==> config.mk <==
export PLATFORM = sky130hd
export DESIGN_NAME = rcfl_top
export DESIGN_NICKNAME = d
export VERILOG_FILES = /design/src/rcfl_pkg.sv /design/src/rcfl_ahb_slv.sv /design/src/rcfl_irq.sv /design/src/rcfl_top.sv
export VERILOG_INCLUDE_DIRS = /design/src
export SDC_FILE = /design/constraint.sdc
export NUM_CORES = 1
export LEC_CHECK = 0
export ABC_AREA = 0
export BUFFER_PORTS_ARGS = -buffer_cell sky130_fd_sc_hd__buf_2
export CAP_MARGIN = 10
export CORE_AREA = 2 2 100 102
export CTS_CLUSTER_SIZE = 8
export DETAILED_ROUTE_END_ITERATION = 8
export DIE_AREA = 0 0 102 104
export PLACE_DENSITY_LB_ADDON = 0.08
export SLEW_MARGIN = 20
export SYNTH_ARGS = -nofsm -noshare
export SYNTH_HDL_FRONTEND = slang
export SYNTH_SLANG_ARGS = --single-unit
==> constraint.sdc <==
create_clock -name clk -period 4.58 [get_ports clk]
set_clock_uncertainty 0.1 [all_clocks]
set_input_delay 1.374 -clock clk [delete_from_list [all_inputs] [get_ports clk]]
set_output_delay 1.374 -clock clk [all_outputs]
set_load 0.01 [all_outputs]
==> src/rcfl_map.svh <==
`ifndef RCFL_MAP_SVH
`define RCFL_MAP_SVH
// ----------------------------------------------------------------
// register byte offsets
// ----------------------------------------------------------------
`define RCFL_OFS_FLAGS0 8'h00
`define RCFL_OFS_FLAGS1 8'h04
`define RCFL_OFS_STATUS 8'h08
`define RCFL_OFS_EVT_STAT 8'h0C
`define RCFL_OFS_EVT_MASK 8'h10
// ----------------------------------------------------------------
// field positions
// ----------------------------------------------------------------
`define RCFL_B_STACK_OVERFLOW_FLAG 7
`define RCFL_B_STACK_UNDERFLOW_FLAG 6
`define RCFL_B_WINVIO 5
`define RCFL_B_WDTTO 4
`define RCFL_B_EXTRST 3
`define RCFL_B_RSTINS 2
`define RCFL_B_PWRON 1
`define RCFL_B_BROWN 0
`define RCFL_B_MEMVIO 1
`define RCFL_B_TIMEOUT 1
`define RCFL_B_PWRDN 0
// ----------------------------------------------------------------
// reset values and masks
// ----------------------------------------------------------------
`define RCFL_FLAGS0_POR 8'h3C
`define RCFL_FLAGS1_POR 8'h02
`define RCFL_FLAGS1_MASK 8'h02
`define RCFL_VEC_RESET 32'h0000_0000
`define RCFL_VEC_IRQ 32'h0000_0004
// ----------------------------------------------------------------
// timing
// ----------------------------------------------------------------
`define RCFL_CLK_NS 100
`define RCFL_HOLD_NS 200
`define RCFL_HOLD_CYC ((`RCFL_HOLD_NS + `RCFL_CLK_NS - 1) / `RCFL_CLK_NS)
`endif

==> src/rcfl_pkg.sv <==
package rcfl_pkg;
   // ----------------------------------------------------------------
   // reset and wake-up source pulses
   // ----------------------------------------------------------------
   typedef struct packed {
      logic brownout;
      logic ext_reset;
      logic wdt_timeout;
      logic wdt_window;
      logic reset_instr;
      logic stack_ovf;
      logic stack_unf;
      logic mem_viol;
      logic wdt_wake;
      logic irq_wake;
   } rcfl_evt_t;

   // register access request from the bus slave
   typedef struct packed {
      logic wr;
      logic rd;
      logic [7:0] addr;
      logic [31:0] wdata;
   } rcfl_req_t;

   typedef enum logic [3:0] {
      RCFL_C_NONE = 4'b0000,
      RCFL_C_BROWN = 4'b0001,
      RCFL_C_MEMORY_VIOLATION_FLAG = 4'b0010,
      RCFL_C_EXT = 4'b0011,
      RCFL_C_EXT_SLP = 4'b0100,
      RCFL_C_WDT_TO = 4'b0101,
      RCFL_C_WDT_WV = 4'b0110,
      RCFL_C_RSTINS = 4'b0111,
      RCFL_C_OVF = 4'b1000,
      RCFL_C_UNF = 4'b1001,
      RCFL_C_WDT_WAKE = 4'b1010,
      RCFL_C_IRQ_WAKE = 4'b1011
   } rcfl_cause_t;

   typedef enum logic [1:0] {
      RCFL_S_RUN = 2'b00,
      RCFL_S_HOLD = 2'b01,
      RCFL_S_WAKE = 2'b10
   } rcfl_state_t;
endpackage

==> src/rcfl_ahb_slv.sv <==
`include "rcfl_map.svh"
module rcfl_ahb_slv (
   input wire logic clk,
   input wire logic arst_n,
   input wire logic hsel,
   input wire logic [31:0] haddr,
   input wire logic [1:0] htrans,
   input wire logic hwrite,
   input wire logic [2:0] hsize,
   input wire logic [31:0] hwdata,
   input wire logic hready,
   output logic [31:0] hrdata,
   output logic hreadyout,
   output logic hresp,
   output rcfl_pkg::rcfl_req_t req,
   input wire logic [31:0] rd_val
);
   import rcfl_pkg::*;
   logic accept;
   logic wr_pend_reg;
   logic rd_pend_reg;
   logic [7:0] addr_reg;

   // address phase taken only for whole-word nonseq/seq transfers
   assign accept = hsel && htrans[1] && hready && (hsize == 3'h2);

   // address capture and pending flags
   always_ff @(posedge clk or negedge arst_n) begin
      if (!arst_n) begin
         wr_pend_reg <= 1'b0;
         rd_pend_reg <= 1'b0;
         addr_reg <= 8'h00;
      end else begin
         wr_pend_reg <= accept && hwrite;
         rd_pend_reg <= accept && !hwrite;
         if (accept) begin
            addr_reg <= (haddr[31:8] == 24'h000000) ? haddr[7:0] : 8'hFF;
         end
      end
   end

   // reads take one wait state so that a preceding write is visible
   always_ff @(posedge clk or negedge arst_n) begin
      if (!arst_n) begin
         hrdata <= 32'h0000_0000;
         hreadyout <= 1'b1;
         hresp <= 1'b0;
      end else begin
         hresp <= 1'b0;
         if (accept && !hwrite) begin
            hreadyout <= 1'b0;
         end else if (rd_pend_reg) begin
            hrdata <= rd_val;
            hreadyout <= 1'b1;
         end
      end
   end

   // request towards the register file
   assign req.wr = wr_pend_reg;
   assign req.rd = rd_pend_reg;
   assign req.addr = addr_reg;
   assign req.wdata = hwdata;
endmodule

==> src/rcfl_irq.sv <==
module rcfl_irq #(
   parameter int W = 10
) (
   input wire logic clk,
   input wire logic arst_n,
   input wire logic [W-1:0] set,
   input wire logic clr_wr,
   input wire logic mask_wr,
   input wire logic [W-1:0] wdata,
   output logic [W-1:0] stat,
   output logic [W-1:0] mask,
   output logic irq
);
   logic [W-1:0] stat_next;

   initial begin
      if (W < 1 || W > 32) begin
         $error("rcfl_irq: W out of range");
      end
   end

   // sticky bits, write one to clear, a new event wins over the clear
   generate
      for (genvar i = 0; i < W; i++) begin : g_bit
         assign stat_next[i] = set[i] || (stat[i] && !(clr_wr && wdata[i]));
      end
   endgenerate

   // status, mask and level interrupt
   always_ff @(posedge clk or negedge arst_n) begin
      if (!arst_n) begin
         stat <= '0;
         mask <= '0;
         irq <= 1'b0;
      end else begin
         stat <= stat_next;
         if (mask_wr) begin
            mask <= wdata;
         end
         irq <= |(stat_next & (mask_wr ? wdata : mask));
      end
   end
endmodule

==> src/rcfl_top.sv <==
// Contract
// - pin reset awake: pc zero, clear bit3, memory_violation_flag one
// - pin reset asleep: timeout set, powerdown clear
// - watchdog wake: pc+1, clear timeout and powerdown
// - interrupt wake: pc+1, timeout set, powerdown clear
// - interrupt wake with irq enable: next instruction, push, vector
// - enabled overflow reset sets bit7, pc zero
// - enabled underflow reset sets bit6
// - only the cause's own flag changes, bar brown-out (bits 7:2 inactive) and pin reset awake (flags1 bit1)
// - software may force flags, no reset results
// - power-on flag zero at power-on
// - brown-out reset clears brown-out flag
// - window violation reset clears bit5
// - watchdog timeout reset clears bit4
// - reset instruction clears bit2
// - memory violation clears memory_violation_flag, one at power-on
// - unimplemented bits read zero, writes ignored
// - stack resets only with stack reset enable
`include "rcfl_map.svh"
module rcfl_top #(
   parameter int PC_W = 16,
   parameter int HOLD_CYC = `RCFL_HOLD_CYC
) (
   input wire logic clk,
   input wire logic arst_n,
   input wire logic hsel,
   input wire logic [31:0] haddr,
   input wire logic [1:0] htrans,
   input wire logic hwrite,
   input wire logic [2:0] hsize,
   input wire logic [31:0] hwdata,
   input wire logic hready,
   output logic [31:0] hrdata,
   output logic hreadyout,
   output logic hresp,
   input wire rcfl_pkg::rcfl_evt_t evt,
   input wire logic asleep,
   input wire logic stack_reset_enable,
   input wire logic global_irq_enable,
   input wire logic [PC_W-1:0] pc_now,
   input wire logic instr_done,
   output logic cpu_hold,
   output logic pc_load,
   output logic [PC_W-1:0] pc_load_value,
   output logic ret_push,
   output logic [PC_W-1:0] ret_addr,
   output logic timeout_status_bit,
   output logic powerdown_status_bit,
   output logic irq
);
   import rcfl_pkg::*;
   localparam int EVT_W = $bits(rcfl_evt_t);

   rcfl_req_t req;
   rcfl_cause_t cause;
   rcfl_state_t state_reg;
   logic [7:0] flags0_reg;
   logic [7:0] flags1_reg;
   logic [31:0] rd_val;
   logic [EVT_W-1:0] evt_stat;
   logic [EVT_W-1:0] evt_mask;
   logic [7:0] hold_cnt_reg;
   logic is_reset;
   logic is_wake;
   logic wr_f0, wr_f1, wr_clr, wr_msk;

   initial begin
      if (PC_W < 3 || PC_W > 32 || HOLD_CYC < 1 || HOLD_CYC > 255) begin
         $error("rcfl_top: parameter out of range");
      end
   end

   // ----------------------------------------------------------------
   // bus slave and interrupt unit
   // ----------------------------------------------------------------
   rcfl_ahb_slv u_slv (
      .clk(clk),
      .arst_n(arst_n),
      .hsel(hsel),
      .haddr(haddr),
      .htrans(htrans),
      .hwrite(hwrite),
      .hsize(hsize),
      .hwdata(hwdata),
      .hready(hready),
      .hrdata(hrdata),
      .hreadyout(hreadyout),
      .hresp(hresp),
      .req(req),
      .rd_val(rd_val)
   );

   // write strobes per register
   assign wr_f0 = req.wr && (req.addr == `RCFL_OFS_FLAGS0);
   assign wr_f1 = req.wr && (req.addr == `RCFL_OFS_FLAGS1);
   assign wr_clr = req.wr && (req.addr == `RCFL_OFS_EVT_STAT);
   assign wr_msk = req.wr && (req.addr == `RCFL_OFS_EVT_MASK);

   rcfl_irq #(
      .W(EVT_W)
   ) u_irq (
      .clk(clk),
      .arst_n(arst_n),
      .set(evt),
      .clr_wr(wr_clr),
      .mask_wr(wr_msk),
      .wdata(req.wdata[EVT_W-1:0]),
      .stat(evt_stat),
      .mask(evt_mask),
      .irq(irq)
   );

   // read mux, unmapped and unimplemented bits read zero
   always_comb begin
      rd_val = 32'h0000_0000;
      case (req.addr)
         `RCFL_OFS_FLAGS0: rd_val = {24'h000000, flags0_reg};
         `RCFL_OFS_FLAGS1: rd_val = {24'h000000, flags1_reg};
         `RCFL_OFS_STATUS: rd_val = {30'h0, timeout_status_bit, powerdown_status_bit};
         `RCFL_OFS_EVT_STAT: rd_val = {{(32 - EVT_W){1'b0}}, evt_stat};
         `RCFL_OFS_EVT_MASK: rd_val = {{(32 - EVT_W){1'b0}}, evt_mask};
         default: rd_val = 32'h0000_0000;
      endcase
   end

   // ----------------------------------------------------------------
   // cause decode
   // ----------------------------------------------------------------
   // one cause per cycle, highest priority first
   always_comb begin
      if (evt.brownout) begin
         cause = RCFL_C_BROWN;
      end else if (evt.mem_viol) begin
         cause = RCFL_C_MEMORY_VIOLATION_FLAG;
      end else if (evt.ext_reset) begin
         cause = asleep ? RCFL_C_EXT_SLP : RCFL_C_EXT;
      end else if (evt.wdt_timeout) begin
         cause = RCFL_C_WDT_TO;
      end else if (evt.wdt_window) begin
         cause = RCFL_C_WDT_WV;
      end else if (evt.reset_instr) begin
         cause = RCFL_C_RSTINS;
      end else if (evt.stack_ovf && stack_reset_enable) begin
         cause = RCFL_C_OVF;
      end else if (evt.stack_unf && stack_reset_enable) begin
         cause = RCFL_C_UNF;
      end else if (evt.wdt_wake && asleep) begin
         cause = RCFL_C_WDT_WAKE;
      end else if (evt.irq_wake && asleep) begin
         cause = RCFL_C_IRQ_WAKE;
      end else begin
         cause = RCFL_C_NONE;
      end
   end

   assign is_wake = (cause == RCFL_C_WDT_WAKE) || (cause == RCFL_C_IRQ_WAKE);
   assign is_reset = (cause != RCFL_C_NONE) && !is_wake;

   // ----------------------------------------------------------------
   // cause flags
   // ----------------------------------------------------------------
   // first flag register, hardware update wins over a software write
   always_ff @(posedge clk or negedge arst_n) begin
      if (!arst_n) begin
         flags0_reg <= `RCFL_FLAGS0_POR;
      end else begin
         case (cause)
            RCFL_C_BROWN: flags0_reg <= {6'b001111, flags0_reg[1], 1'b0};
            RCFL_C_EXT, RCFL_C_EXT_SLP: flags0_reg[`RCFL_B_EXTRST] <= 1'b0;
            RCFL_C_WDT_TO: flags0_reg[`RCFL_B_WDTTO] <= 1'b0;
            RCFL_C_WDT_WV: flags0_reg[`RCFL_B_WINVIO] <= 1'b0;
            RCFL_C_RSTINS: flags0_reg[`RCFL_B_RSTINS] <= 1'b0;
            RCFL_C_OVF: flags0_reg[`RCFL_B_STACK_OVERFLOW_FLAG] <= 1'b1;
            RCFL_C_UNF: flags0_reg[`RCFL_B_STACK_UNDERFLOW_FLAG] <= 1'b1;
            default: begin
               // a write that meets any reset or wake is lost, hardware owns that cycle
               if (wr_f0 && !is_reset && !is_wake) begin
                  flags0_reg <= req.wdata[7:0];
               end
            end
         endcase
      end
   end

   // second flag register, only the memory violation bit exists
   always_ff @(posedge clk or negedge arst_n) begin
      if (!arst_n) begin
         flags1_reg <= `RCFL_FLAGS1_POR;
      end else begin
         case (cause)
            RCFL_C_EXT: flags1_reg[`RCFL_B_MEMVIO] <= 1'b1;
            RCFL_C_MEMORY_VIOLATION_FLAG: flags1_reg[`RCFL_B_MEMVIO] <= 1'b0;
            default: begin
               if (wr_f1 && !is_reset && !is_wake) begin
                  flags1_reg <= req.wdata[7:0] & `RCFL_FLAGS1_MASK;
               end
            end
         endcase
      end
   end

   // timeout and power-down status bits
   always_ff @(posedge clk or negedge arst_n) begin
      if (!arst_n) begin
         timeout_status_bit <= 1'b1;
         powerdown_status_bit <= 1'b1;
      end else begin
         case (cause)
            RCFL_C_BROWN: begin
               timeout_status_bit <= 1'b1;
               powerdown_status_bit <= 1'b1;
            end
            RCFL_C_EXT_SLP, RCFL_C_IRQ_WAKE: begin
               timeout_status_bit <= 1'b1;
               powerdown_status_bit <= 1'b0;
            end
            RCFL_C_WDT_TO: timeout_status_bit <= 1'b0;
            RCFL_C_WDT_WAKE: begin
               timeout_status_bit <= 1'b0;
               powerdown_status_bit <= 1'b0;
            end
            default: timeout_status_bit <= timeout_status_bit;
         endcase
      end
   end

   // ----------------------------------------------------------------
   // processor hold and program counter load
   // ----------------------------------------------------------------
   // flags change at the same edge that raises the hold, so they are
   // final long before the processor runs again
   always_ff @(posedge clk or negedge arst_n) begin
      if (!arst_n) begin
         state_reg <= RCFL_S_HOLD;
         hold_cnt_reg <= 8'(HOLD_CYC);
         cpu_hold <= 1'b1;
      end else begin
         case (state_reg)
            RCFL_S_HOLD: begin
               if (is_reset) begin
                  hold_cnt_reg <= 8'(HOLD_CYC);
               end else if (hold_cnt_reg > 8'h01) begin
                  hold_cnt_reg <= hold_cnt_reg - 8'h01;
               end else begin
                  state_reg <= RCFL_S_RUN;
                  cpu_hold <= 1'b0;
               end
            end
            RCFL_S_RUN, RCFL_S_WAKE: begin
               if (is_reset) begin
                  state_reg <= RCFL_S_HOLD;
                  hold_cnt_reg <= 8'(HOLD_CYC);
                  cpu_hold <= 1'b1;
               end else if (cause == RCFL_C_IRQ_WAKE && global_irq_enable) begin
                  state_reg <= RCFL_S_WAKE;
               end else if (state_reg == RCFL_S_WAKE && instr_done) begin
                  state_reg <= RCFL_S_RUN;
               end
            end
            default: begin
               state_reg <= RCFL_S_HOLD;
               cpu_hold <= 1'b1;
            end
         endcase
      end
   end

   // program counter load pulses and the return-address push
   always_ff @(posedge clk or negedge arst_n) begin
      if (!arst_n) begin
         pc_load <= 1'b0;
         pc_load_value <= '0;
         ret_push <= 1'b0;
         ret_addr <= '0;
      end else begin
         pc_load <= 1'b0;
         ret_push <= 1'b0;
         if (is_reset) begin
            pc_load <= 1'b1;
            pc_load_value <= PC_W'(`RCFL_VEC_RESET);
         end else if (is_wake) begin
            pc_load <= 1'b1;
            pc_load_value <= pc_now + PC_W'(1);
            ret_addr <= pc_now + PC_W'(2);
         end else if (state_reg == RCFL_S_WAKE && instr_done) begin
            pc_load <= 1'b1;
            pc_load_value <= PC_W'(`RCFL_VEC_IRQ);
            ret_push <= 1'b1;
         end
      end
   end
endmodule

== After elaboration in Yosys (flattened, before gate mapping) ==
Index checks and enable logic that the tools add are counted.

* Mux-type cells: 50
* Bitwise gates (word level): 11
* Multipliers: 0
* Eq/ne operators: 23
* Div/mod/pow operators: 0
* Add/sub/neg operators: 3
* Reductions and logical operators: 107
* Order comparisons: 1
* Shifts and indexed selects: 0

{| class="wikitable"
|+ Operator list
! operator !! count
|-
| 10-bit case mux with 5 select lines || 1
|-
| 16-bit two-way mux || 3
|-
| 1-bit logical AND || 40
|-
| 4-bit two-way mux || 10
|-
| 8-bit two-way mux || 5
|-
| 6-bit OR reduction || 5
|-
| 24-bit logical NOT || 1
|-
| 3-bit nonzero test || 8
|-
| 1-bit case mux with 3 select lines || 6
|-
| 2-bit AND reduction || 9
|-
| 16-bit by 1-bit adder with 16-bit output (second input constant) || 1
|-
| 16-bit by 2-bit adder with 16-bit output (second input constant) || 1
|-
| 4-bit by 3-bit equality test with 1-bit output (second input constant) || 4
|-
| 4-bit equality test (second input constant) || 4
|-
| 8-bit by 4-bit equality test with 1-bit output (second input constant) || 2
|-
| 8-bit case mux with 2 select lines || 1
|-
| 1-bit logical NOT || 13
|-
| 2-bit two-way mux || 6
|-
| 3-bit AND reduction || 4
|-
| 1-bit logical OR || 11
|-
| 10-bit bitwise AND || 1
|-
| 1-bit two-way mux || 10
|-
| 10-bit two-way mux || 1
|-
| 1-bit inverter || 10
|-
| 24 further kinds || 38
|}

* Logic and storage cells: 221
* Flip-flop bits (word level): 120
* Latch bits: 0
* ROM bits: 0
* Memories: 0
* Output and inout port bits: 72
* Memory bits (writable): 0
* Bits of input ports: 104

== Logic depth before layout (Yosys ltp) ==
Gate-level depths: netlist of run 1.

* Word-level depth: 20
* Mapped depth: 8
* Gate-level depth less buffers: 7

== Modules after synthesis ==
A second synthesis of run 1 with hierarchy kept.

* Cells, all modules: 575
* Area total of the unflattened synthesis: 6217.2 µm²

{| class="wikitable"
|+ Modules (own cells, without submodules)
! module !! cells each !! instances !! area an instance (µm²) !! seq. area each (µm²)
|-
| rcfl_top || 351 || 1 || 3318.2 || 1413.9
|-
| rcfl_ahb_slv || 159 || 1 || 2025.7 || 1077.3
|-
| rcfl_irq || 65 || 1 || 873.3 || 525.5
|}

== Least setup slack after synthesis of run 1 ==
No wires, ideal clock.

* Path type: input to register
* From: input port evt[6] in the netlist's numbering
* To: register flags0_reg[1]
* Data arrival time: 3.178 ns
* Stages on the path: 5
* Path slack: 1.178 ns
* Path buffers: 0
* Data required time: 4.355 ns
* Setup time: 0.125 ns
* Path through: or2_2 -> a2111o_1 -> and2_0 -> nor4_4 -> mux2_2

* Word-level cells in the longest chain between the ends: 13
* Elaborated cells between the ends (all ways): 26
* Those cells by class: eq/ne (10); mux (5); bitwise (2); reduce/logical (9)

{| class="wikitable"
|+ RTL lines
! what !! RTL line !! source
|-
| start, declared || rcfl_top.sv:36 || <nowiki>input wire rcfl_pkg::rcfl_evt_t evt,</nowiki>
|-
| 4-bit two-way mux (*) || rcfl_top.sv:139 || <nowiki>end else if (evt.wdt_window) begin</nowiki>
|-
| 4-bit two-way mux (*) || rcfl_top.sv:137 || <nowiki>end else if (evt.wdt_timeout) begin</nowiki>
|-
| 4-bit two-way mux (*) || rcfl_top.sv:135 || <nowiki>end else if (evt.ext_reset) begin</nowiki>
|-
| 4-bit two-way mux (*) || rcfl_top.sv:133 || <nowiki>end else if (evt.mem_viol) begin</nowiki>
|-
| 4-bit two-way mux (*) || rcfl_top.sv:131 || <nowiki>if (evt.brownout) begin</nowiki>
|-
| 4-bit equality test || rcfl_top.sv:156 || <nowiki>assign is_wake = (cause == RCFL_C_WDT_WAKE) || (cause == RCFL_C_IRQ_WAKE);</nowiki>
|-
| 1-bit logical OR || rcfl_top.sv:156 ||
|-
| 1-bit logical NOT || rcfl_top.sv:157, rcfl_top.sv:177 ||
|-
| 1-bit logical AND || rcfl_top.sv:157 || <nowiki>assign is_reset = (cause != RCFL_C_NONE) && !is_wake;</nowiki>
|-
| 1-bit logical NOT || rcfl_top.sv:177 || <nowiki>if (wr_f0 && !is_reset && !is_wake) begin</nowiki>
|-
| 1-bit logical AND (2 in series) || rcfl_top.sv:177 ||
|-
| 3-bit AND reduction (no source line) (*) || -- ||
|-
| end signal, assigned || rcfl_top.sv:165 || <nowiki>flags0_reg <= `RCFL_FLAGS0_POR;</nowiki>
|-
| end signal, assigned || rcfl_top.sv:168 || <nowiki>RCFL_C_BROWN: flags0_reg <= {6'b001111, flags0_reg[1], 1'b0};</nowiki>
|-
| end signal, assigned || rcfl_top.sv:178 || <nowiki>flags0_reg <= req.wdata[7:0];</nowiki>
|-
| end, declared || rcfl_top.sv:57 || <nowiki>logic [7:0] flags0_reg;</nowiki>
|}

Every way passes the cells marked *; elsewhere a longest branch is shown, timed or not.
A chain may end at the register's enable or synchronous reset.

== Final worst setup path of run 1 ==
* From: input port evt[6] in the netlist's numbering
* To: register flags0_reg[6]

* Word-level cells in the longest chain between the ends: 14
* Elaborated cells between the ends (all ways): 27
* Those cells by class: eq/ne (10); mux (6); bitwise (1); reduce/logical (10)

{| class="wikitable"
|+ RTL lines
! what !! RTL line
|-
| 4-bit two-way mux (*) || rcfl_top.sv:139
|-
| 4-bit two-way mux (*) || rcfl_top.sv:137
|-
| 4-bit two-way mux (*) || rcfl_top.sv:135
|-
| 4-bit two-way mux (*) || rcfl_top.sv:133
|-
| 4-bit two-way mux (*) || rcfl_top.sv:131
|-
| 4-bit equality test || rcfl_top.sv:156
|-
| 1-bit logical OR || rcfl_top.sv:156
|-
| 1-bit logical NOT || rcfl_top.sv:157, rcfl_top.sv:177
|-
| 1-bit logical AND || rcfl_top.sv:157
|-
| 1-bit logical NOT || rcfl_top.sv:177
|-
| 1-bit logical AND (2 in series) || rcfl_top.sv:177
|-
| 3-bit nonzero test (no source line) || --
|-
| 2-bit AND reduction (no source line) || --
|}

Marked as above.

==> results of run 1 <==
## critical path: stages
cell	delay, ns
sky130_fd_sc_hd__buf_2	0.14
sky130_fd_sc_hd__or2_2	0.31
sky130_fd_sc_hd__a2111o_1	0.40
sky130_fd_sc_hd__and2_0	0.27
sky130_fd_sc_hd__nor4_4	0.47
sky130_fd_sc_hd__buf_4	0.24
sky130_fd_sc_hd__mux2i_1	0.21
sky130_fd_sc_hd__a21oi_1	0.08
## path summary, 6_finish.rpt
kind                              startpoint                to  depth (start not counted)
max in group asynchronous             arst_n  pc_load_value[2]                          2
setup / recovery                      evt[6]     flags0_reg[6]                          8
setup reg to reg           u_slv.addr_reg[1]         u_irq.irq                          6
hold reg to reg                  ret_addr[0]       ret_addr[0]                          2
hold / removal                   ret_addr[0]       ret_addr[0]                          2
min in group asynchronous             arst_n   u_slv.hrdata[2]                          1
## power breakdown
| group | switching (uW) | internal, uW |
|---|---|---|
| combinational | 161 | 125 |
| clock | 290 | 294 |
| sequential | 50.3 | 927 |
## area by class of cell
class / count / area, sq um
Inverter: 7 / 26.28
Sequential cell: 98 / 2466
Clock inverter: 2 / 35.03
Clock buffer: 13 / 168.9
Fill cell: 868 / 3541
Multi-Input combinational cell: 390 / 2460
Tap cell: 133 / 166.4
Timing Repair Buffer: 134 / 685.7
## synthesized netlist by cell type, types with 10 or more instances
library cell / count
sky130_fd_sc_hd__and2_1: 10
sky130_fd_sc_hd__buf_4: 24
sky130_fd_sc_hd__clkbuf_1: 18
sky130_fd_sc_hd__dfrtp_1: 87
sky130_fd_sc_hd__dfstp_2: 11
sky130_fd_sc_hd__mux2_2: 12
sky130_fd_sc_hd__nand2_1: 77
sky130_fd_sc_hd__nand3_1: 11
sky130_fd_sc_hd__nor2_1: 23
sky130_fd_sc_hd__nor3_1: 11
sky130_fd_sc_hd__o21ai_0: 53
sky130_fd_sc_hd__xnor2_1: 10
sky130_fd_sc_hd__xor2_1: 17
## cells by family (layout without fill, tap and decap cells)
logic type,Yosys count,count (layout),synth area share
other,1,23,0.0007328
flip-flops,98,98,0.4819
multiplexers,19,19,0.04254
AND/OR/NAND/NOR,188,188,0.1932
XOR/XNOR,27,27,0.04621
adder cells (fa/ha/maj),4,4,0.009780
AO/OA/AOI/OAI,129,129,0.1721
buffers and inverters,49,156,0.05354
## metrics by stage
step	utilization	instance area (sq um)	instances
final	0.6292	6008	777
after global placement	0.6078	5804	762
after floorplan	-	5200	537
after detailed placement	0.6078	5804	762
after CTS	0.6292	6008	777
after global routing	0.6292	6008	777
## routing by layer
metal  share of wire  wire [um]  track usage  up-vias
met5               0          0            0        -
met2            0.49       6078       0.3976      144
li1                -          -            -     2055
met1            0.44       5406       0.3329     2120
met4           0.011        134      0.07143        0
met3           0.055        676      0.03965       12
==> results.rst, run 1 <==
.. list-table::
   :header-rows: 1

   * - Metric
     - Value
   * - Outcome
     - completed
   * - Syn Inst Count
     - 515
   * - Final routed wire length divided by cell count
     - 15.82 um
   * - Chip Width
     - 102 um
   * - Pre-CTS setup slack
     - slightly below 0.9 ns
   * - Syn avg cell area
     - 9.937 sq um
   * - Remaining Overflow, GRT
     - 0
   * - Routability cong.
     - about 0.87
   * - Share of flip-flops with an asynchronous set or reset after synthesis
     - 1.000
   * - Tmin final
     - ~3.4 ns
   * - Critical Path Fanout Max
     - 7
   * - Clock sink count
     - 98
   * - Clock Pin Slew Worst Setup and Hold Paths
     - 0.09 ns
   * - Required arrival time at the worst endpoint
     - 4.73 ns
   * - H-tree levels
     - 3
   * - Number of buffers inserted to repair setup after CTS
     - 0
   * - Setup slack of the most critical reg-to-reg path
     - around 1.5 ns
   * - Top library cells by usage in the layout, fill and taps aside
     - sky130_fd_sc_hd__buf_2 (128), sky130_fd_sc_hd__dfrtp_1 (87), sky130_fd_sc_hd__nand2_1 (77), sky130_fd_sc_hd__o21ai_0 (53)
   * - Post-cts hold buffer count
     - 0
   * - Skew-Pair Late Insertion Delay
     - 0.37 ns
   * - Critical Path Sink Type
     - flop
   * - Worst setup slack after layout
     - between 1 and 1.5 ns
   * - Maximum number of pins on one net before global-route repair
     - 57
   * - Final hold vios
     - 0
   * - Pre-antenna DRT Iters
     - 5
   * - Endpoint arrival time on the critical path
     - 3.50 ns
   * - Diode count
     - 0
   * - Unrepaired setup endpoints after global routing
     - false
   * - Primary flip-flop cell chosen by synthesis mapping
     - sky130_fd_sc_hd__dfrtp_1
   * - Maximum clock path buffer count
     - 2
   * - Sequential-to-total area share from yosys stat
     - 0.4819
   * - CTS Buf Count
     - 9
   * - Detail Route Antenna Nets
     - 0
   * - Power density cells
     - 307.6 nW/um^2
   * - Final net count
     - 748
   * - Half-perimeter wire length after placement
     - around 9400 um
   * - Final slew viol count
     - 0
   * - IO Port Bufs
     - 129
   * - Starting Density
     - 0.5359
   * - Post-route DRC
     - 0
   * - Total Wirelength
     - 12300 um
   * - Critical path class
     - in -> reg
   * - Largest registers
     - pc_load_value (16), ret_addr (16)
   * - Distinct cells, synth
     - 66
   * - TritonCTS clock tree
     - built
   * - Type of origin of the critical path
     - input pin
   * - Number of synthesis warnings
     - 0
   * - Hold Worst Slack
     - 0.3709 ns
   * - Cell area after synthesis
     - 5117 sq um
   * - Cells taking the most area after synthesis
     - sky130_fd_sc_hd__dfrtp_1 (43%), sky130_fd_sc_hd__dfstp_2 (5.6%), sky130_fd_sc_hd__nand2_1 (5.6%)
   * - Clock Root Buffer
     - sky130_fd_sc_hd__clkbuf_8
   * - Headroom to the max-slew limit
     - 0.4192
   * - Commonest non-fill, non-tap cell in the layout
     - sky130_fd_sc_hd__buf_2
   * - Area overhead of the layout relative to synthesis
     - 17.41%
   * - Tightest Hold Check Type
     - reg -> reg
   * - Overall power
     - 1848 uW
   * - Number of antenna violations at the first check in global routing
     - 0
   * - Flip-flop and latch count after synthesis
     - 98
   * - Worst-Margin Slew
     - between 0.8 and 0.9 ns
   * - Setup violation total in the final timing report
     - 0
   * - Number of I/O pins
     - 176
   * - Average via count per standard cell
     - ~5.6
   * - Area of the core
     - 9549 sq um
   * - Top-area cell type share of the netlist area
     - 0.4254
   * - PostCTS Resize Cnt
     - 0
   * - Worst voltage drop across the vdd grid
     - 0.1418 mV
   * - Row Count
     - 36
   * - Global-route usage over all layers
     - 0.2433
   * - Max-capacitance violation count
     - 0
   * - Vias in the first global route
     - 4261
   * - Die height
     - 104 um
   * - Cell type with the largest total area after synthesis
     - sky130_fd_sc_hd__dfrtp_1
   * - Final cycle utilization of the critical path
     - 0.7331
   * - Total number of vias
     - 4331
   * - Share of final-layout standard cells stronger than drive strength 1
     - 0.2966
   * - Wire length of the first global-routing pass
     - 20670 um
   * - Die footprint
     - 10610 sq um
   * - Peak clock frequency supported by timing
     - 297.8 MHz
   * - Count of flip-flops with a built-in enable after synthesis
     - 0
   * - DR iter-0 viols
     - 274
   * - Sum of negative setup slack
     - 0 ns
   * - Cell leakage power
     - 0.002747 uW
No activity file was read; power rests on OpenSTA's default activity.
==> run 2: changes to the inputs <==
--- a/config.mk
+++ b/config.mk
@@ -9,10 +9,10 @@
 export ABC_AREA = 0
 export BUFFER_PORTS_ARGS = -buffer_cell sky130_fd_sc_hd__buf_2
 export CAP_MARGIN = 10
-export CORE_AREA = 2 2 100 102
+export CORE_AREA = 2 2 104 106
 export CTS_CLUSTER_SIZE = 8
 export DETAILED_ROUTE_END_ITERATION = 8
-export DIE_AREA = 0 0 102 104
+export DIE_AREA = 0 0 106 108
 export PLACE_DENSITY_LB_ADDON = 0.08
 export SLEW_MARGIN = 20
 export SYNTH_ARGS = -nofsm -noshare
==> constraint.sdc (replaced) <==
create_clock -name clk -period 3.4 [get_ports clk]
set_clock_uncertainty 0.1 [all_clocks]
set_input_delay 1.02 -clock clk [delete_from_list [all_inputs] [get_ports clk]]
set_output_delay 1.02 -clock clk [all_outputs]
set_load 0.01 [all_outputs]
==> run 2 against run 1 <==
Effect of this change: sequential power up 35%; combinational power is 35% higher; hold slack gained 0.0026 ns; critical path depth decreased by 1; clock-buffer cell count shrank 1; clock power rose by 32%; final cell count is 1.3% higher; cell area increased by 1.1%; non-clock buffer count rose by 6.
==> results.rst, run 2 (same netlist as run 1, synthesis figures left out) <==
.. list-table::
   :header-rows: 1

   * - Metric
     - Value
   * - Outcome
     - completed
   * - Headroom to the max-slew limit
     - 0.5373 (+0.1181)
   * - Area of the core
     - 10230 sq um (+7.1%)
   * - Largest registers
     - pc_load_value (16), ret_addr (16)
   * - Delay of the slowest cell on the worst path
     - 0.58 ns (+0.11 ns)
   * - Post-route DRC
     - 0 (unchanged)
   * - Buffers & Inverters on Critical Path
     - 1 (-1)
   * - Final hold vios
     - 0 (unchanged)
   * - Type of origin of the critical path
     - input pin
   * - Diode count
     - 0 (unchanged)
   * - Global-route usage over all layers
     - 0.2231 (-0.02020)
   * - Tightest Hold Check Type
     - reg -> reg
   * - Gr busiest metal
     - met2
   * - Average via count per standard cell
     - 5.412 (-2.9%)
   * - Critical path class
     - in -> reg
   * - IO Port Bufs
     - 129 (unchanged)
   * - Maximum number of pins on one net before global-route repair
     - 55 (-3.5%)
   * - Worst voltage drop across the vdd grid
     - 0.2415 mV (+70%)
   * - Final slew viol count
     - 0 (unchanged)
   * - Peak clock frequency supported by timing
     - between 300 and 400 MHz
   * - TritonCTS clock tree
     - built
   * - Clock Pin Slew Worst Setup and Hold Paths
     - 0.10 ns (about the same)
   * - Tmin final
     - 2.812 ns
   * - Overall power
     - 2476 uW (+34%)
   * - Final routed wire length divided by cell count
     - 15.80 um (-0.15%)
   * - Remaining Overflow, GRT
     - 0 (unchanged)
   * - Vias in the first global route
     - 4089 (-4.0%)
   * - Setup violation total in the final timing report
     - 0 (unchanged)
   * - Crit path max-delay cell type
     - sky130_fd_sc_hd__or4_1
   * - H-tree levels
     - 3 (unchanged)
   * - DP Area
     - 5878 sq um (+1.3%)
   * - Final net count
     - 754 (+0.80%)
   * - Starting Density
     - 0.5002 (-0.03572)
   * - Power density cells
     - 407.6 nW/um^2 (+33%)
   * - Commonest non-fill, non-tap cell in the layout
     - sky130_fd_sc_hd__buf_2
   * - Top library cells by usage in the layout, fill and taps aside
     - sky130_fd_sc_hd__buf_2 (128), sky130_fd_sc_hd__dfrtp_1 (87), sky130_fd_sc_hd__nand2_1 (77), sky130_fd_sc_hd__o21ai_0 (53)
   * - Area overhead of the layout relative to synthesis
     - 18.70%
   * - Half-perimeter wire length after placement
     - 9272 um (-0.93%)
   * - Sum of negative setup slack
     - 0 ns (unchanged)
   * - Number of I/O pins
     - 176 (unchanged)
   * - Unrepaired setup endpoints after global routing
     - false
   * - Max-capacitance violation count
     - 0 (unchanged)
   * - Fill cell total of the finished layout
     - 975 (+12%)
   * - Pre-antenna DRT Iters
     - 5 (unchanged)
   * - Area of all placed cells without fillers
     - 6075 sq um (+1.1%)
   * - Total number of vias
     - 4259 (-1.7%)
   * - Critical Path Fanout Max
     - 8 (+1)
   * - Chip Width
     - 106 um (+3.9%)
   * - Number of antenna violations at the first check in global routing
     - 0 (unchanged)
   * - Die height
     - 108 um (+3.8%)
   * - PostCTS Resize Cnt
     - 0 (unchanged)
   * - Die footprint
     - 11450 sq um (+7.9%)
   * - Met2 usage in global routing
     - 0.3641 (-0.03350)
   * - Fraction of met1 tracks used by global routing
     - 0.3054 (-0.02752)
   * - Clock Root Buffer
     - sky130_fd_sc_hd__clkbuf_8
   * - Row Count
     - 37 (+2.8%)
   * - Wire length of the first global-routing pass
     - 20150 um (-2.5%)
   * - Cell family with the largest share of critical-path delay
     - simple AND/OR/NAND/NOR gates
   * - Clock sink count
     - 98 (unchanged)
   * - Skew-Pair Late Insertion Delay
     - 0.37 ns (about the same)
   * - Area occupied by registers
     - 2466 sq um (unchanged)
   * - DR iter-0 viols
     - 252 (-8.0%)
   * - Cell leakage power
     - 0.002776 uW (+1.1%)
   * - Final cycle utilization of the critical path
     - 0.8270
   * - Endpoint arrival time on the critical path
     - 3.03 ns (-0.47 ns)
   * - Share of final-layout standard cells stronger than drive strength 1
     - 0.3026 (+0.006028)
   * - Required arrival time at the worst endpoint
     - 3.62 ns (-1.11 ns)
   * - Post-cts hold buffer count
     - 0 (unchanged)
   * - Number of buffers inserted to repair setup after CTS
     - 0 (unchanged)
   * - GR met3 Demand/Resource
     - 0.04641 (+0.006763)
   * - Routability cong.
     - 0.8302 (-4.3%)
   * - Maximum clock path buffer count
     - 2 (unchanged)
   * - Total Wirelength
     - 12430 um (+1.1%)
   * - Cells along the critical path
     - buf_2, or4_1, a2111oi_2, nand3_1, and2_1, nor3_1, a22o_1
   * - Detail Route Antenna Nets
     - 0 (unchanged)
   * - CTS Buf Count
     - 9 (unchanged)
   * - Worst-Margin Slew
     - 0.6940 ns (-0.1725 ns)
   * - Critical Path Sink Type
     - flop
   * - Area of combinational cells with multiple inputs
     - 2460 sq um (unchanged)
## run 2: stage by stage
step | setup slack, ns | utilization | hold slack (ns) | instances
final | 0.5883 | 0.5937 | 0.3735 | 787
after global routing | 0.3404 | 0.5937 | 0.4112 | 787
after CTS | 0.5829 | 0.5937 | 0.3786 | 787
after detailed placement | 0.1920 | 0.5745 | 0.3566 | 771
after global placement | 0.2508 | 0.5745 | 0.3552 | 771
after floorplan | 0.3515 | - | 0.3638 | 537
## run 2: report_power, final
group	internal, uW	switching [uW]	leakage [uW]	total, uW
sequential	1250	68.1	0.00124	1320
clock	362	410	0.0000966	772
combinational	172	215	0.00144	387
## run 2: layout make-up
| class | instances | share of cell area |
|---|---|---|
| repair buffers | 140 | 0.1244 |
| clock buffers | 12 | 0.02389 |
| flip-flops and latches | 98 | 0.4060 |
| well taps | 136 | 0.02801 |
| clock inverters | 4 | 0.008445 |
| multi-input cells | 390 | 0.4049 |
| inverters | 7 | 0.004325 |
## run 2: metal layers
layer  share of wire  up-vias  wire (um)
li1                -     2071          -
met4           0.011        0        140
met1            0.46     2044       5665
met2            0.48      132       5917
met5               0        -          0
met3           0.057       12        710
## run 2: final timing paths
kind,from,slack [ns],end,cells after the start
hold reg to reg,ret_addr[2],0.37,ret_addr[2],2
hold / removal,ret_addr[2],0.37,ret_addr[2],2
max in group asynchronous,arst_n,1.87,cpu_hold,2
setup reg to reg,u_slv.addr_reg[1],0.59,u_irq.irq,6
setup / recovery,evt[8],0.59,hold_cnt_reg[6],7
min in group asynchronous,arst_n,0.59,u_slv.hrdata[3],1
## run 2: tightest hold or removal path: stages, from the launching register on
cell	delay [ns]
sky130_fd_sc_hd__dfrtp_1	0.34
sky130_fd_sc_hd__nand2_1	0.05
sky130_fd_sc_hd__nand2_1	0.05
==> run 3: changes to the inputs <==
--- a/config.mk
+++ b/config.mk
@@ -6,13 +6,13 @@
 export SDC_FILE = /design/constraint.sdc
 export NUM_CORES = 1
 export LEC_CHECK = 0
-export ABC_AREA = 0
+export ABC_AREA = 1
 export BUFFER_PORTS_ARGS = -buffer_cell sky130_fd_sc_hd__buf_2
 export CAP_MARGIN = 10
-export CORE_AREA = 2 2 104 106
+export CORE_AREA = 2 2 111 113
 export CTS_CLUSTER_SIZE = 8
 export DETAILED_ROUTE_END_ITERATION = 8
-export DIE_AREA = 0 0 106 108
+export DIE_AREA = 0 0 113 115
 export PLACE_DENSITY_LB_ADDON = 0.08
 export SLEW_MARGIN = 20
 export SYNTH_ARGS = -nofsm -noshare
==> constraint.sdc (replaced) <==
create_clock -name clk -period 2.45 [get_ports clk]
set_clock_uncertainty 0.1 [all_clocks]
set_input_delay 0.735 -clock clk [delete_from_list [all_inputs] [get_ports clk]]
set_output_delay 0.735 -clock clk [all_outputs]
set_load 0.01 [all_outputs]
==> run 3 against run 2 <==
Effect of this change: the flow now finishes with violations (design-rule violations); clock power grew 98%; critical path depth increased by 3; cell area grew 7.8%; routed wire length rose by 7.5%; largest cell class unchanged; register-to-register slack worse by 0.34 ns; critical path type is now reg -> reg; die area grew 14%; critical endpoint is now u_irq.irq; global-route usage is 0.86 points lower; sequential share of layout area fell by 3.0 points; via count rose by 14%.
==> results.rst, run 3 <==
.. list-table::
   :header-rows: 1

   * - Metric
     - Value
   * - Outcome
     - finished, violations left
   * - Violated checks
     - design-rule violations
   * - Final hold vios
     - 0 (unchanged)
   * - Number of buffers inserted to repair setup after CTS
     - 0 (unchanged)
   * - Final cycle utilization of the critical path
     - 0.8978
   * - Detail Route Antenna Nets
     - 0 (unchanged)
   * - Total Wirelength
     - 13370 um (+7.5%)
   * - Average via count per standard cell
     - 5.018 (-7.3%)
   * - Unrepaired setup endpoints after global routing
     - false
   * - Row Count
     - 40 (+8.1%)
   * - Headroom to the max-slew limit
     - 0.6419 (+0.1046)
   * - Final routed wire length divided by cell count
     - 13.81 um (-13%)
   * - TritonCTS clock tree
     - built
   * - Chip Width
     - 113 um (+6.6%)
   * - Post-cts hold buffer count
     - 0 (unchanged)
   * - Area occupied by registers
     - 2466 sq um (unchanged)
   * - Fill cell total of the finished layout
     - 1118 (+15%)
   * - Max-capacitance violation count
     - 0 (unchanged)
   * - Clock Pin Slew Worst Setup and Hold Paths
     - 0.06 ns (-0.04 ns)
   * - Number of synthesis warnings
     - 0 (unchanged)
   * - Wl on met1
     - 5985 um (+5.6%)
   * - Cell leakage power
     - 0.003585 uW (+29%)
   * - Hold Worst Slack
     - 0.2304 ns (-0.1431 ns)
   * - Pre-antenna DRT Iters
     - 7 (+2)
   * - Skew-Pair Late Insertion Delay
     - 0.35 ns (-0.02 ns)
   * - Diode count
     - 0 (unchanged)
   * - Cells on worst reg2reg path
     - 10 (+4)
   * - Setup slack of the most critical reg-to-reg path
     - 0.25 ns (-0.34 ns)
   * - H-tree levels
     - 3 (unchanged)
   * - Maximum clock path buffer count
     - 2 (unchanged)
   * - Half-perimeter wire length after placement
     - 10370 um (+12%)
   * - Global-route usage over all layers
     - 0.2145 (-0.008640)
   * - Final net count
     - 924 (+23%)
   * - Die footprint
     - 13000 sq um (+14%)
   * - Endpoint of the lowest-slack register-to-register path
     - u_irq.irq
   * - Cells taking the most area after synthesis
     - sky130_fd_sc_hd__dfrtp_1 (41%), sky130_fd_sc_hd__nand2_1 (14%), sky130_fd_sc_hd__o21ai_0 (6.0%)
   * - Clock Root Buffer
     - sky130_fd_sc_hd__clkbuf_16
   * - Wire length of the first global-routing pass
     - 22030 um (+9.3%)
   * - Setup violation total in the final timing report
     - 0 (unchanged)
   * - Number of antenna violations at the first check in global routing
     - 0 (unchanged)
   * - Flip-flop and latch count after synthesis
     - 98 (unchanged)
   * - Total number of vias
     - 4857 (+14%)
   * - Primary flip-flop cell chosen by synthesis mapping
     - sky130_fd_sc_hd__dfrtp_1
   * - Distinct cells, synth
     - 42 (-36%)
   * - Area of all placed cells without fillers
     - 6551 sq um (+7.8%)
   * - Routability cong.
     - 0.8896 (+7.2%)
   * - Syn Inst Count
     - 667 (+30%)
   * - Critical Path Sink Type
     - flop
   * - Worst-Margin Slew
     - 0.5322 ns (-0.1618 ns)
   * - Worst setup path endpoint
     - u_irq.irq
   * - DR iter-0 viols
     - 305 (+21%)
   * - Commonest non-fill, non-tap cell in the layout
     - sky130_fd_sc_hd__nand2_1
   * - Worst voltage drop across the vdd grid
     - 0.3126 mV (+29%)
   * - Sum of negative setup slack
     - 0 ns (unchanged)
   * - Top routing layer used
     - met4
   * - Critical Path Fanout Max
     - 10 (+2)
   * - Area of the core
     - 11810 sq um (+15%)
   * - Delay of the slowest cell on the worst path
     - 0.39 ns (-0.19 ns)
   * - Required arrival time at the worst endpoint
     - 2.59 ns (-1.03 ns)
   * - Tmin final
     - about 2.2 ns
   * - Count of flip-flops with a built-in enable after synthesis
     - 0 (unchanged)
   * - PostCTS Resize Cnt
     - 0 (unchanged)
   * - Top-area cell type share of the netlist area
     - 0.4088 (-0.01659)
   * - Fraction of power spent switching nets
     - 0.2813 (+0.001103)
   * - Overall power
     - 4136 uW (+67%)
   * - Crit path launch
     - u_slv.addr_reg[7]
   * - Most numerous cell types in the synthesized netlist
     - sky130_fd_sc_hd__nand2_1 (192), sky130_fd_sc_hd__dfrtp_1 (87), sky130_fd_sc_hd__o21ai_0 (64), sky130_fd_sc_hd__inv_1 (62), sky130_fd_sc_hd__nor2_1 (45)
   * - Starting Density
     - 0.4508 (-0.04934)
   * - Cell area after synthesis
     - 5325 sq um (+4.1%)
   * - Routed wl met3
     - 796 um (+12%)
   * - Critical path class
     - reg -> reg
   * - Final Instance Count excl. Fillers
     - 968 (+23%)
   * - Syn avg cell area
     - 7.984 sq um (-20%)
   * - Gate power share
     - 0.188 (+0.032)
   * - Top library cells by usage in the layout, fill and taps aside
     - sky130_fd_sc_hd__nand2_1 (192), sky130_fd_sc_hd__buf_2 (128), sky130_fd_sc_hd__dfrtp_1 (87), sky130_fd_sc_hd__o21ai_0 (64), sky130_fd_sc_hd__inv_1 (62)
   * - Remaining Overflow, GRT
     - 0 (unchanged)
   * - Peak clock frequency supported by timing
     - between 400 and 500 MHz
   * - Sequential share of power
     - 0.442 (-0.090)
   * - IO Port Bufs
     - 129 (unchanged)
   * - Clock network power share
     - 0.370 (+0.058)
   * - Share of final-layout standard cells stronger than drive strength 1
     - 0.2570 (-0.04561)
   * - Switching power
     - 1163 uW (+68%)
   * - CTS Buf Count
     - 9 (unchanged)
   * - Type of origin of the critical path
     - flop
   * - Area overhead of the layout relative to synthesis
     - 23.03%
   * - Power density cells
     - 631.3 nW/um^2 (+55%)
   * - Largest registers
     - pc_load_value (16), ret_addr (16)
   * - Clock sink count
     - 98 (unchanged)
   * - Sequential-to-total area share from yosys stat
     - 0.4631 (-0.01880)
   * - Post-route DRC
     - 5 (+5)
   * - Cells along the critical path
     - nor2_2, nand3_1, nor3_2, nand2_1, o21ai_0, nand2_1, nand2_1, nand3_1, nor2_1, nand2_1
   * - Cell type with the largest total area after synthesis
     - sky130_fd_sc_hd__dfrtp_1
   * - Crit path max-delay cell type
     - sky130_fd_sc_hd__dfrtp_1
   * - Tightest Hold Check Type
     - in -> async
   * - Int Pwr
     - 2972 uW (+67%)
   * - Maximum number of pins on one net before global-route repair
     - 38 (-31%)
   * - Endpoint arrival time on the critical path
     - 2.34 ns (-0.69 ns)
   * - Die height
     - 115 um (+6.5%)
   * - Most frequent cell on the critical path
     - sky130_fd_sc_hd__nand2_1
   * - Number of I/O pins
     - 176 (unchanged)
   * - Routed length on met2
     - 6286 um (+6.2%)
   * - Final slew viol count
     - 0 (unchanged)
   * - DP Area
     - 6230 sq um (+6.0%)
   * - Vias in the first global route
     - 4700 (+15%)
   * - Share of flip-flops with an asynchronous set or reset after synthesis
     - 1.000 (unchanged)
   * - Area of combinational cells with multiple inputs
     - 2424 sq um (-1.5%)
   * - Total instance count after detailed placement
     - 952 (+23%)
   * - Cell with the most instances after synthesis
     - sky130_fd_sc_hd__nand2_1
   * - Source of the worst register-to-register timing path
     - u_slv.addr_reg[7]
-- run 3: power groups by stage --
stage / clock (uW) / sequential, uW / combinational (uW)
floorplan: 0 / 1860 / 509
global placement: 0 / 1860 / 773
detailed placement: 0 / 1860 / 785
CTS: 1580 / 1830 / 788
global route: 1640 / 1840 / 889
finish: 1530 / 1830 / 779
-- run 3: critical path, delay by kind of cell, from the launching register on --
kind / cells / cell delay [ns]
AOI/OAI and AO/OA: 1 / 0.25
DFF: 1 / 0.39
and+or+nand+nor: 9 / 1.34
-- run 3: final cells by class --
cell class	instances	area share
well taps	147	0.02807
inverters	66	0.03782
repair buffers	157	0.1387
flip-flops and latches	98	0.3764
clock buffers	11	0.03705
clock inverters	5	0.01203
multi-input cells	484	0.3699
-- run 3: logic make-up (layout without fill, tap and decap cells) --
| group | Yosys count | after routing | synth area share |
|---|---|---|---|
| flip-flops | 98 | 98 | 0.4631 |
| adder cells (fa/ha/maj) | 4 | 4 | 0.009399 |
| other | 1 | 23 | 0.0007042 |
| buffers and inverters | 107 | 239 | 0.09727 |
| AND/OR/NAND/NOR | 336 | 336 | 0.2885 |
| AO/OA/AOI/OAI | 96 | 96 | 0.09986 |
| XOR/XNOR | 25 | 25 | 0.04112 |
-- run 3: how the worst min path moves through the flow --
| stage | endpoint | slack (ns) | cells past startpoint |
|---|---|---|---|
| 2_1_floorplan | flags0_reg[0] | 0.34 | 0 |
| 5_1_grt | u_slv.hrdata[9] | 0.26 | 1 |
| 4_1_cts | u_slv.hrdata[5] | 0.24 | 1 |
| 6_report | u_slv.hrdata[9] | 0.23 | 1 |
| 3_3_place_gp | u_slv.hreadyout | 0.35 | 2 |
| 3_5_place_dp | u_slv.hreadyout | 0.36 | 2 |
-- run 3: stage by stage --
stage	utilization	setup WS [ns]
6_report	0.5547	0.2504
5_1_grt	0.5547	0.04836
4_1_cts	0.5547	0.2382
3_5_place_dp	0.5274	0.02708
3_3_place_gp	0.5274	0.05637
2_1_floorplan	-	0.2873
-- run 3: routing by layer --
| layer | up-vias | track usage |
|---|---|---|
| met5 | - | 0 |
| met4 | 0 | 0.08699 |
| met3 | 23 | 0.03795 |
| met2 | 160 | 0.3477 |
| met1 | 2261 | 0.2876 |
| li1 | 2413 | - |
